$ cat src/pprc_pkg.sv
package pprc_pkg;
  localparam int CLOCK_NS = 10;
  localparam int STANDBY_IDLE_NS = 70;
  localparam int STANDBY_IDLE_CYC = (STANDBY_IDLE_NS + CLOCK_NS - 1) / CLOCK_NS;
  localparam int POST_RESET_WAIT_NS = 200;
  localparam int POST_RESET_WAIT_CYC = (POST_RESET_WAIT_NS + CLOCK_NS - 1) / CLOCK_NS;
  localparam int WARM_RESET_PULSE_NS = 150;
  localparam int WARM_RESET_PULSE_CYC = (WARM_RESET_PULSE_NS + CLOCK_NS - 1) / CLOCK_NS;
  localparam int CONFIG_LOAD_CYC = 16;
  localparam int TIMER_W = 8;

  localparam logic [7:0] ADDR_PWR_MGMT0 = 8'h00;
  localparam logic [7:0] ADDR_PWR_MGMT2 = 8'h01;
  localparam logic [7:0] ADDR_PORT_DIR = 8'h02;
  localparam logic [7:0] ADDR_PORT_OUT = 8'h03;
  localparam logic [7:0] ADDR_PORT_IN = 8'h04;
  localparam logic [7:0] ADDR_STATUS = 8'h05;

  localparam logic [7:0] REG_RESET = 8'h00;
  // synchroniser reset: warm reset, chip select and both strobes idle high
  localparam logic [10:0] SYNC_IDLE = 11'h780;

  localparam int FAST_MODE_BIT = 3;
  localparam int CLK_ARRAY_BLOCK_BIT = 4;
  localparam int CLK_MCELL_BLOCK_BIT = 5;
  localparam int WR_BLOCK_BIT = 2;
  localparam int RD_BLOCK_BIT = 3;
  localparam int AUX_BLOCK_BIT = 4;
  localparam int PORTD_PIN0_BLOCK_BIT = 5;
  localparam int PORTC_PIN7_BLOCK_BIT = 6;

  localparam int STAT_IN_RESET = 0;
  localparam int STAT_CFG_LOADED = 1;
  localparam int STAT_FLASH_STANDBY = 2;
  localparam int STAT_LOCKOUT = 3;
  localparam int STAT_PLD_STANDBY = 4;
  localparam int STAT_POWER_DOWN = 5;
  localparam int STAT_WRITE_BLOCKED = 6;

  localparam int PLD_IN_W = 6;

  typedef enum logic [1:0] {
    PPRC_CFG_LOAD = 2'b00,
    PPRC_POST_WAIT = 2'b01,
    PPRC_RUN = 2'b11,
    PPRC_WARM_HOLD = 2'b10
  } pprc_state_t;
endpackage

$ cat src/pprc_pld_if.sv
`timescale 1ns/1ps
interface pprc_pld_if #(parameter int ADDR_W = 16);
  logic [pprc_pkg::PLD_IN_W-1:0] pld_in;
  logic [ADDR_W-1:0] addr;
  logic fast_mode_off;
  logic standby;
  modport src (output pld_in, output addr, output fast_mode_off, input standby);
  modport mon (input pld_in, input addr, input fast_mode_off, output standby);
endinterface // pprc_pld_if

$ cat src/pprc_cycle_timer.sv
`timescale 1ns/1ps
module pprc_cycle_timer #(
  parameter int WIDTH = pprc_pkg::TIMER_W
) (
  input wire logic clock,
  input wire logic srst,
  input wire logic run,
  input wire logic [WIDTH-1:0] limit,
  output logic done
);
  logic [WIDTH-1:0] count;

  // counts while run is high, holds at the limit, clears when run drops
  always_ff @(posedge clock) begin
    if (srst || !run) begin
      count <= '0;
    end else if (count != limit) begin
      count <= count + 1'b1;
    end
  end

  assign done = run && (count == limit);
endmodule // pprc_cycle_timer

$ cat src/pprc_standby_detect.sv
`timescale 1ns/1ps
module pprc_standby_detect #(
  parameter int IDLE_CYC = pprc_pkg::STANDBY_IDLE_CYC,
  parameter int ADDR_W = 16
) (
  input wire logic clock,
  input wire logic srst,
  pprc_pld_if.mon pld
);
  logic [pprc_pkg::PLD_IN_W-1:0] prev_in;
  logic [ADDR_W-1:0] prev_addr;
  logic [pprc_pkg::TIMER_W-1:0] idle_count;
  logic changed;

  assign changed = (prev_in != pld.pld_in) || (prev_addr != pld.addr);

  always_ff @(posedge clock) begin
    if (srst) begin
      prev_in <= '0;
      prev_addr <= '0;
    end else begin
      prev_in <= pld.pld_in;
      prev_addr <= pld.addr;
    end
  end

  // standby only with fast mode off and inputs quiet for the idle time
  always_ff @(posedge clock) begin
    if (srst || changed || !pld.fast_mode_off) begin
      idle_count <= '0;
    end else if (idle_count != pprc_pkg::TIMER_W'(IDLE_CYC)) begin
      idle_count <= idle_count + 1'b1;
    end
  end

  assign pld.standby = pld.fast_mode_off && !changed &&
                       (idle_count == pprc_pkg::TIMER_W'(IDLE_CYC));
endmodule // pprc_standby_detect

$ cat src/pld_power_and_reset_control.sv
// Chosen here: the register addresses and strobed register access.
`timescale 1ns/1ps
// Contract
// - fast mode bit one: standby after 70 ns idle
// - fast mode bit zero: full power, no standby
// - power management reg0 reads zero after power-up
// - reg2 bit 2 blocks write strobe
// - reg2 bit 3 blocks read strobe
// - reg2 bit 4 blocks aux control input
// - reg2 bit 5 blocks port D pin 0
// - reg2 bit 6 blocks port C pin 7
// - power registers clear only at power-up
// - reg0 bits 4/5 block array/macrocell clock
// - strobes always reach the flash array
// - chip select low enables flash and I/O
// - chip select high: flash standby, logic runs
// - config load, then post-reset wait, no access
// - flash enters read-array at power-up
// - no flash write start below lockout voltage
// - short warm reset accepted, same post wait
// - resets set pins input, clear other registers; warm reset keeps reg0 and reg2
// - power-on clears macrocells; else user equations
// - logic outputs valid in warm reset, after load
// - power-down blocks addresses from logic arrays
module pld_power_and_reset_control #(
  parameter int ADDR_W = 16,
  parameter int PORT_W = 8,
  parameter int MCELL_W = 16,
  parameter int CONFIG_LOAD_CYC = pprc_pkg::CONFIG_LOAD_CYC,
  parameter int POST_RESET_WAIT_CYC = pprc_pkg::POST_RESET_WAIT_CYC,
  parameter int WARM_RESET_PULSE_CYC = pprc_pkg::WARM_RESET_PULSE_CYC,
  parameter int STANDBY_IDLE_CYC = pprc_pkg::STANDBY_IDLE_CYC
) (
  input wire logic clock,
  input wire logic srst,
  input wire logic [7:0] reg_addr,
  input wire logic [7:0] reg_wdata,
  input wire logic reg_wr,
  input wire logic reg_rd,
  output logic [7:0] reg_rdata,
  input wire logic reset_in_n,
  input wire logic chip_select_in_n,
  input wire logic write_strobe_ctl_n,
  input wire logic read_strobe_ctl_n,
  input wire logic aux_ctl_input,
  input wire logic portd_pin0,
  input wire logic portc_pin7,
  input wire logic pld_clock_in,
  input wire logic supply_lockout,
  input wire logic power_down_in,
  input wire logic [ADDR_W-1:0] addr_in,
  input wire logic [7:0] flash_sector_selects,
  input wire logic [PORT_W-1:0] port_pins_in,
  output logic [PORT_W-1:0] port_pins_out,
  output logic [PORT_W-1:0] port_pins_oe,
  input wire logic [MCELL_W-1:0] mcell_d,
  input wire logic [MCELL_W-1:0] mcell_user_reset,
  input wire logic [MCELL_W-1:0] mcell_user_preset,
  output logic [MCELL_W-1:0] output_macrocell_q,
  output logic pld_write_strobe_n,
  output logic pld_read_strobe_n,
  output logic pld_aux_ctl,
  output logic pld_portd_pin0,
  output logic pld_portc_pin7,
  output logic pld_array_clock,
  output logic [ADDR_W-1:0] pld_addr,
  output logic pld_standby,
  output logic pld_full_power,
  output logic pld_outputs_valid,
  output logic flash_write_strobe_n,
  output logic flash_read_strobe_n,
  output logic flash_enable,
  output logic flash_standby,
  output logic flash_read_array_reset,
  output logic flash_write_start,
  output logic device_in_reset
);
  localparam int SYNC_W = 11;

  logic [SYNC_W-1:0] sync_meta;
  logic [SYNC_W-1:0] sync_pins;
  logic [ADDR_W-1:0] addr_meta;
  logic [ADDR_W-1:0] addr_sync;
  logic [PORT_W-1:0] port_meta;
  logic [PORT_W-1:0] port_sync;

  logic s_reset_n;
  logic s_cs_n;
  logic s_wr_n;
  logic s_rd_n;
  logic s_aux;
  logic s_portd_pin0;
  logic s_portc_pin7;
  logic s_clk;
  logic s_lockout;
  logic s_power_down;

  logic [7:0] pwr_mgmt0;
  logic [7:0] pwr_mgmt2;
  logic [PORT_W-1:0] port_dir;
  logic [PORT_W-1:0] port_out;
  logic [7:0] status;
  logic write_blocked;

  pprc_pkg::pprc_state_t state;
  pprc_pkg::pprc_state_t next_state;

  logic cfg_done;
  logic warm_qualified;
  logic post_done;
  logic warm_clear;
  logic host_selected;
  logic reg_write_ok;
  logic prev_clk;
  logic prev_wr_n;
  logic clk_rise;
  logic wr_fall;

  pprc_pld_if #(.ADDR_W(ADDR_W)) pld_bus ();

  function automatic logic pass_unblocked(input logic sig, input logic [7:0] blk, input int pos);
    pass_unblocked = blk[pos] ? 1'b0 : sig;
  endfunction

  function automatic logic addr_is(input logic [7:0] a, input logic [7:0] target);
    addr_is = (a == target);
  endfunction

  // two-stage synchronisers for the control, address and port pins
  always_ff @(posedge clock) begin
    if (srst) begin
      sync_meta <= pprc_pkg::SYNC_IDLE;
      sync_pins <= pprc_pkg::SYNC_IDLE;
      addr_meta <= '0;
      addr_sync <= '0;
      port_meta <= '0;
      port_sync <= '0;
    end else begin
      sync_meta <= {reset_in_n, chip_select_in_n, write_strobe_ctl_n, read_strobe_ctl_n,
                    aux_ctl_input, portd_pin0, portc_pin7, pld_clock_in, supply_lockout,
                    power_down_in, 1'b0};
      sync_pins <= sync_meta;
      addr_meta <= addr_in;
      addr_sync <= addr_meta;
      port_meta <= port_pins_in;
      port_sync <= port_meta;
    end
  end

  assign s_reset_n = sync_pins[10];
  assign s_cs_n = sync_pins[9];
  assign s_wr_n = sync_pins[8];
  assign s_rd_n = sync_pins[7];
  assign s_aux = sync_pins[6];
  assign s_portd_pin0 = sync_pins[5];
  assign s_portc_pin7 = sync_pins[4];
  assign s_clk = sync_pins[3];
  assign s_lockout = sync_pins[2];
  assign s_power_down = sync_pins[1];

  always_ff @(posedge clock) begin
    if (srst) begin
      prev_clk <= 1'b0;
      prev_wr_n <= 1'b1;
    end else begin
      prev_clk <= s_clk;
      prev_wr_n <= s_wr_n;
    end
  end

  assign clk_rise = s_clk && !prev_clk;
  assign wr_fall = !s_wr_n && prev_wr_n;

  // reset sequencing timers
  pprc_cycle_timer #(.WIDTH(pprc_pkg::TIMER_W)) cfg_timer (
    .clock(clock),
    .srst(srst),
    .run(state == pprc_pkg::PPRC_CFG_LOAD),
    .limit(pprc_pkg::TIMER_W'(CONFIG_LOAD_CYC)),
    .done(cfg_done)
  );

  pprc_cycle_timer #(.WIDTH(pprc_pkg::TIMER_W)) warm_timer (
    .clock(clock),
    .srst(srst),
    .run(!s_reset_n),
    .limit(pprc_pkg::TIMER_W'(WARM_RESET_PULSE_CYC)),
    .done(warm_qualified)
  );

  pprc_cycle_timer #(.WIDTH(pprc_pkg::TIMER_W)) post_timer (
    .clock(clock),
    .srst(srst),
    .run(state == pprc_pkg::PPRC_POST_WAIT),
    .limit(pprc_pkg::TIMER_W'(POST_RESET_WAIT_CYC)),
    .done(post_done)
  );

  always_comb begin
    next_state = state;
    case (state)
      pprc_pkg::PPRC_CFG_LOAD: begin
        if (cfg_done && s_reset_n) begin
          next_state = pprc_pkg::PPRC_POST_WAIT;
        end
      end
      pprc_pkg::PPRC_POST_WAIT: begin
        if (!s_reset_n) begin
          next_state = pprc_pkg::PPRC_WARM_HOLD;
        end else if (post_done) begin
          next_state = pprc_pkg::PPRC_RUN;
        end
      end
      pprc_pkg::PPRC_RUN: begin
        if (warm_qualified) begin
          next_state = pprc_pkg::PPRC_WARM_HOLD;
        end
      end
      pprc_pkg::PPRC_WARM_HOLD: begin
        if (s_reset_n) begin
          next_state = pprc_pkg::PPRC_POST_WAIT;
        end
      end
      default: begin
        next_state = pprc_pkg::PPRC_CFG_LOAD;
      end
    endcase
  end

  always_ff @(posedge clock) begin
    if (srst) begin
      state <= pprc_pkg::PPRC_CFG_LOAD;
    end else begin
      state <= next_state;
    end
  end

  assign warm_clear = (state == pprc_pkg::PPRC_WARM_HOLD);
  assign host_selected = !s_cs_n;
  assign reg_write_ok = reg_wr && host_selected && (state == pprc_pkg::PPRC_RUN);

  // power registers cleared by power-up reset only
  always_ff @(posedge clock) begin
    if (srst) begin
      pwr_mgmt0 <= pprc_pkg::REG_RESET;
    end else if (reg_write_ok && addr_is(reg_addr, pprc_pkg::ADDR_PWR_MGMT0)) begin
      pwr_mgmt0 <= reg_wdata;
    end
  end

  always_ff @(posedge clock) begin
    if (srst) begin
      pwr_mgmt2 <= pprc_pkg::REG_RESET;
    end else if (reg_write_ok && addr_is(reg_addr, pprc_pkg::ADDR_PWR_MGMT2)) begin
      pwr_mgmt2 <= reg_wdata;
    end
  end

  // port registers cleared by both resets, untouched by power-down
  always_ff @(posedge clock) begin
    if (srst || warm_clear) begin
      port_dir <= '0;
      port_out <= '0;
    end else if (reg_write_ok) begin
      if (addr_is(reg_addr, pprc_pkg::ADDR_PORT_DIR)) begin
        port_dir <= reg_wdata[PORT_W-1:0];
      end
      if (addr_is(reg_addr, pprc_pkg::ADDR_PORT_OUT)) begin
        port_out <= reg_wdata[PORT_W-1:0];
      end
    end
  end

  assign port_pins_oe = port_dir;
  assign port_pins_out = port_out;

  always_comb begin
    status = '0;
    status[pprc_pkg::STAT_IN_RESET] = device_in_reset;
    status[pprc_pkg::STAT_CFG_LOADED] = pld_outputs_valid;
    status[pprc_pkg::STAT_FLASH_STANDBY] = flash_standby;
    status[pprc_pkg::STAT_LOCKOUT] = s_lockout;
    status[pprc_pkg::STAT_PLD_STANDBY] = pld_standby;
    status[pprc_pkg::STAT_POWER_DOWN] = s_power_down;
    status[pprc_pkg::STAT_WRITE_BLOCKED] = write_blocked;
  end

  // read data stands one cycle after the strobe; deselected reads give zero
  always_ff @(posedge clock) begin
    if (srst) begin
      reg_rdata <= '0;
    end else if (reg_rd && host_selected) begin
      case (reg_addr)
        pprc_pkg::ADDR_PWR_MGMT0: reg_rdata <= pwr_mgmt0;
        pprc_pkg::ADDR_PWR_MGMT2: reg_rdata <= pwr_mgmt2;
        pprc_pkg::ADDR_PORT_DIR: reg_rdata <= 8'(port_dir);
        pprc_pkg::ADDR_PORT_OUT: reg_rdata <= 8'(port_out);
        pprc_pkg::ADDR_PORT_IN: reg_rdata <= 8'(port_sync);
        pprc_pkg::ADDR_STATUS: reg_rdata <= status;
        default: reg_rdata <= '0;
      endcase
    end else begin
      reg_rdata <= '0;
    end
  end

  // gated inputs to the logic arrays
  always_ff @(posedge clock) begin
    if (srst) begin
      pld_write_strobe_n <= 1'b0;
      pld_read_strobe_n <= 1'b0;
      pld_aux_ctl <= 1'b0;
      pld_portd_pin0 <= 1'b0;
      pld_portc_pin7 <= 1'b0;
      pld_array_clock <= 1'b0;
      pld_addr <= '0;
    end else begin
      pld_write_strobe_n <= pass_unblocked(s_wr_n, pwr_mgmt2, pprc_pkg::WR_BLOCK_BIT);
      pld_read_strobe_n <= pass_unblocked(s_rd_n, pwr_mgmt2, pprc_pkg::RD_BLOCK_BIT);
      pld_aux_ctl <= pass_unblocked(s_aux, pwr_mgmt2, pprc_pkg::AUX_BLOCK_BIT);
      pld_portd_pin0 <= pass_unblocked(s_portd_pin0, pwr_mgmt2,
                                       pprc_pkg::PORTD_PIN0_BLOCK_BIT);
      pld_portc_pin7 <= pass_unblocked(s_portc_pin7, pwr_mgmt2,
                                       pprc_pkg::PORTC_PIN7_BLOCK_BIT);
      pld_array_clock <= pass_unblocked(s_clk, pwr_mgmt0, pprc_pkg::CLK_ARRAY_BLOCK_BIT);
      pld_addr <= s_power_down ? '0 : addr_sync;
    end
  end

  assign pld_bus.pld_in = {pld_write_strobe_n, pld_read_strobe_n, pld_aux_ctl,
                           pld_portd_pin0, pld_portc_pin7, pld_array_clock};
  assign pld_bus.addr = pld_addr;
  assign pld_bus.fast_mode_off = pwr_mgmt0[pprc_pkg::FAST_MODE_BIT];

  pprc_standby_detect #(.IDLE_CYC(STANDBY_IDLE_CYC), .ADDR_W(ADDR_W)) standby_mon (
    .clock(clock),
    .srst(srst),
    .pld(pld_bus.mon)
  );

  assign pld_standby = pld_bus.standby;
  assign pld_full_power = !pwr_mgmt0[pprc_pkg::FAST_MODE_BIT];

  // macrocells: power-up clears, then user reset/preset, then clock
  always_ff @(posedge clock) begin
    if (srst) begin
      output_macrocell_q <= '0;
    end else begin
      for (int i = 0; i < MCELL_W; i++) begin
        if (mcell_user_reset[i]) begin
          output_macrocell_q[i] <= 1'b0;
        end else if (mcell_user_preset[i]) begin
          output_macrocell_q[i] <= 1'b1;
        end else if (clk_rise && !pwr_mgmt0[pprc_pkg::CLK_MCELL_BLOCK_BIT]) begin
          output_macrocell_q[i] <= mcell_d[i];
        end
      end
    end
  end

  always_ff @(posedge clock) begin
    if (srst) begin
      pld_outputs_valid <= 1'b0;
    end else begin
      pld_outputs_valid <= (next_state != pprc_pkg::PPRC_CFG_LOAD);
    end
  end

  // flash side
  always_ff @(posedge clock) begin
    if (srst) begin
      flash_write_strobe_n <= 1'b1;
      flash_read_strobe_n <= 1'b1;
      flash_enable <= 1'b0;
      flash_standby <= 1'b1;
      device_in_reset <= 1'b1;
    end else begin
      flash_write_strobe_n <= s_wr_n;
      flash_read_strobe_n <= s_rd_n;
      flash_enable <= host_selected && (next_state == pprc_pkg::PPRC_RUN);
      flash_standby <= s_cs_n;
      device_in_reset <= (next_state != pprc_pkg::PPRC_RUN);
    end
  end

  assign flash_read_array_reset = (state == pprc_pkg::PPRC_CFG_LOAD);

  always_ff @(posedge clock) begin
    if (srst) begin
      flash_write_start <= 1'b0;
      write_blocked <= 1'b0;
    end else begin
      flash_write_start <= wr_fall && host_selected && (|flash_sector_selects) &&
                           !s_lockout && (state == pprc_pkg::PPRC_RUN) &&
                           (next_state == pprc_pkg::PPRC_RUN);
      write_blocked <= wr_fall && host_selected && s_lockout;
    end
  end
endmodule // pld_power_and_reset_control

$ cat config.mk
export PLATFORM = sky130hd
export DESIGN_NAME = pld_power_and_reset_control
export DESIGN_NICKNAME = d
export VERILOG_FILES = /design/src/pprc_pkg.sv /design/src/pprc_pld_if.sv /design/src/pprc_cycle_timer.sv /design/src/pprc_standby_detect.sv /design/src/pld_power_and_reset_control.sv
export SDC_FILE = /design/constraint.sdc
export NUM_CORES = 1
export LEC_CHECK = 0
export ABC_AREA = 1
export BUFFER_PORTS_ARGS = -buffer_cell sky130_fd_sc_hd__buf_2
export CAP_MARGIN = 20
export CORE_ASPECT_RATIO = 1.75
export CORE_UTILIZATION = 50
export DETAILED_ROUTE_END_ITERATION = 7
export GPL_TIMING_DRIVEN = 1
export PLACE_DENSITY = 0.83
export SLEW_MARGIN = 25
export SYNTH_ARGS = -nofsm -noshare
export SYNTH_HDL_FRONTEND = slang
export SYNTH_HIERARCHICAL = 1
export SYNTH_SLANG_ARGS = --single-unit
$ cat constraint.sdc
create_clock -name clock -period 1.4 [get_ports clock]
set_input_delay 0 -clock clock [delete_from_list [all_inputs] [get_ports clock]]
set_output_delay 0 -clock clock [all_outputs]
set_load 0.01 [all_outputs]
==> qor.yml <==
fin_total_pwr_mw: 13.7
clock_path_buffers: 3
seq_area_frac_synth_pct: 47.1
die_w_um: 103
rr_worst_depth: 9
core_area_um2: 17500
clock_latency_ns: 0.51
io-pin-count: 182
setup_viol: 18
worstHoldPathType: "input pin to flip-flop"
final_cells: 1929
violations: "negative setup slack"
ys.flop_type: "dfxtp_1"
min_path_cells: 6
cp.required_ns: 1.40
drcViolationCount: 0
first_iter_violations: 796
switching_share_pct: 23.4
grt_use_total_pct: 30.0
via_count: 9902
n_antenna_cell: 0
crit_top_cell: "nand2_1"
vias_per_cell: 5.13
cts_num_sinks: 211
combPwrFrac_pct: 10.1
drive_gt1_share_pct: 30.3
gp_congestion: 0.938
cp.depth: 10
grtUsageMet3_pct: 6.59
syn_area_per_cell_um2: 7.16
die_y_um: 179
cp_max_fo: 3
crit_type: "flip-flop to output port"
power_switching_mw: 3.21
syn_area_um2: 8970
clkPwrFrac_pct: 44.4
syn2layout_area_growth_pct: 46.0
busiest_layer: "met2"
rsz0062_at_grt: "yes"
pwr-share-seq_pct: 45.6
cp_cell_sequence: "inv_1 -> nand2_1 -> nand2_1 -> nor2_1 -> nand2_1 -> nor2_2 -> nand3_1 -> nor2_2 -> buf_4 -> buf_6"
p_int_mw: 10.5
fin_util_pct: 74.7
synthCells: 1253
critPathBufInv: 3
arrival_ns: 1.78
cts_buffers: 20
clkTransAtPathRegs_ns: 0.06
nets: 1799
synthDistinctLibCells: 34
dp.cells: 1772
startpoint_type: "flip-flop"
irDropWorstVdd_mv: 0.913
synth-edff-count: 0
place_ws_ns: -0.158
crit_family: "simple AND/OR/NAND/NOR gates"
grt_use_met2_pct: 52.5
nFillCells: 1152
clock.fmax_ghz: 0.563
async_flop_share_pct: 0
slew_viol_final: 0
clock-root-buffer: "clkbuf_16"
placed_area_um2: 10900
grt-ovfl-total: 0
drv_cap: 0
p_per_area_nw_per_um2: 1050
drtPass1Iterations: 6
fp.dieArea_um2: 18500
ys_warn_count: 6
portBuffers: 181
slowest_stage: "dfxtp_2"
grt_pass1_wl_um: 43300
worst_setup_path_end_kind: "output port"
grt_pass1_vias: 9427
tns_ns: -1.60
p_leak_nw: 6.28
hold_slack_ns: 0.00215
cts_tree: "done"
status: "finished, violations left"
finalWorstPathRequiredPeriod_ns: 1.78
finClkSkew_ns: 0.0265
initial_utilization_pct: 51.1
post_drt_wl_per_cell_um: 15.6
wl_um: 30000
rows: 64
met1_usage_pct: 30.7
dp_hpwl_um: 16900
antenna_found_initial: 0
hold_viol_final: 0
grt_max_degree: 57
synth-seq-cells: 211
ant_nets: 0
slowest_delay_ns: 0.34
h-tree-depth: 1
fin_area_um2: 13100
min_period_over_period_pct: 127
worst_slack_ns: -0.375
## registers in the layout, indices dropped and copies added (netlist names), 10 cells and up
name and count:
addr_sync 16, standby_mon/prev_addr 16, output_macrocell_q 16, addr_meta 16, sync_pins 10, pld_addr 16, sync_meta 10
## worst min-delay path, delay by kind of cell
| kind | cells | cell delay (ns) |
|---|---|---|
| compound gates | 1 | 0.06 |
| buf+inv | 1 | 0.07 |
| simple gates | 4 | 0.34 |
## cells in the final DEF, fill, tap and decap left out, types with 8 or more instances in the layout
master	n
conb_1	54
inv_2	36
clkbuf_16	21
nor2_1	253
xnor2_1	8
nand2_2	36
o21ai_0	17
nand3_2	8
nand3_1	97
nor2_4	17
dlygate4sd3_1	103
nand2_4	8
a21oi_1	29
o21ai_1	16
nor2_2	21
or2_2	15
nand2_1	230
dfxtp_2	36
inv_1	165
xor2_1	16
dfxtp_1	174
buf_2	179
buf_4	91
nor3_1	9
## cells by family after synthesis
family / count (synthesis) / synth area share [%]
AOI/OAI and AO/OA: 72 / 4.51
xor gates and xnor gates: 24 / 2.34
adders and majority gates: 4 / 0.558
buffers and inverters: 232 / 10.2
DFF: 211 / 47.1
other: 2 / 0.0837
and+or+nand+nor: 708 / 35.2
## area by class of cell
| type | count | area, um^2 | share of cell area, % |
|---|---|---|---|
| sequential | 211 | 4270 | 32.6 |
| timing repair buffer | 381 | 2730 | 20.8 |
| tap | 231 | 289 | 2.21 |
| multi-input combinational | 864 | 4270 | 32.6 |
| clock buffer | 27 | 588 | 4.49 |
| clock inverter | 8 | 146 | 1.12 |
| inverter | 207 | 798 | 6.10 |
## synthesized netlist by cell type, types with 12 or more instances
master / instances / area, um^2
a21oi_1: 30 / 150
clkbuf_1: 15 / 56.3
dfxtp_1: 211 / 4220
inv_1: 188 / 706
inv_2: 16 / 60.1
nand2_1: 255 / 957
nand2_2: 13 / 81.3
nand3_1: 103 / 515
nor2_1: 266 / 998
nor2_2: 16 / 100
nor3_1: 12 / 60.1
o21ai_0: 33 / 165
or2_2: 15 / 93.8
xor2_1: 16 / 140
## power groups by stage
stage,clock network (mW),registers (mW),logic [mW]
detailed placement,0,6.37,0.987
CTS,6.06,6.23,1.22
global route,6.34,6.26,1.50
floorplan,0,6.38,0.546
finish,6.08,6.25,1.38
global placement,0,6.36,0.964
## timing repair
action / CTS / global route
buffers inserted: 6 / 14
gates resized for setup: 15 / 114
hold buffers: 104 / 0
pin swaps: 14 / 56
endpoints found under the setup margin: 6 / 77
gates cloned: 0 / 2
endpoints found under the hold margin: 94 / 0
## path summary, 6_finish.rpt
| path | start | end | slack (ns) |
|---|---|---|---|
| worst max register to register | state[1] | flash_enable | -0.23 |
| worst min-delay path | reg_addr[4] | pwr_mgmt0[1] | 0.002 |
| worst min register to register | addr_sync[9] | pld_addr[9] | 0.40 |
| worst max-delay path | pld_addr[2] | pld_standby | -0.38 |
## layer usage
layer  routed length, um  up-vias
met5                   0        -
met4                2480        0
met3                2280      257
met2               15200      594
met1               10000     4459
li1                    -     4592
(Power assumes the default switching activity.)
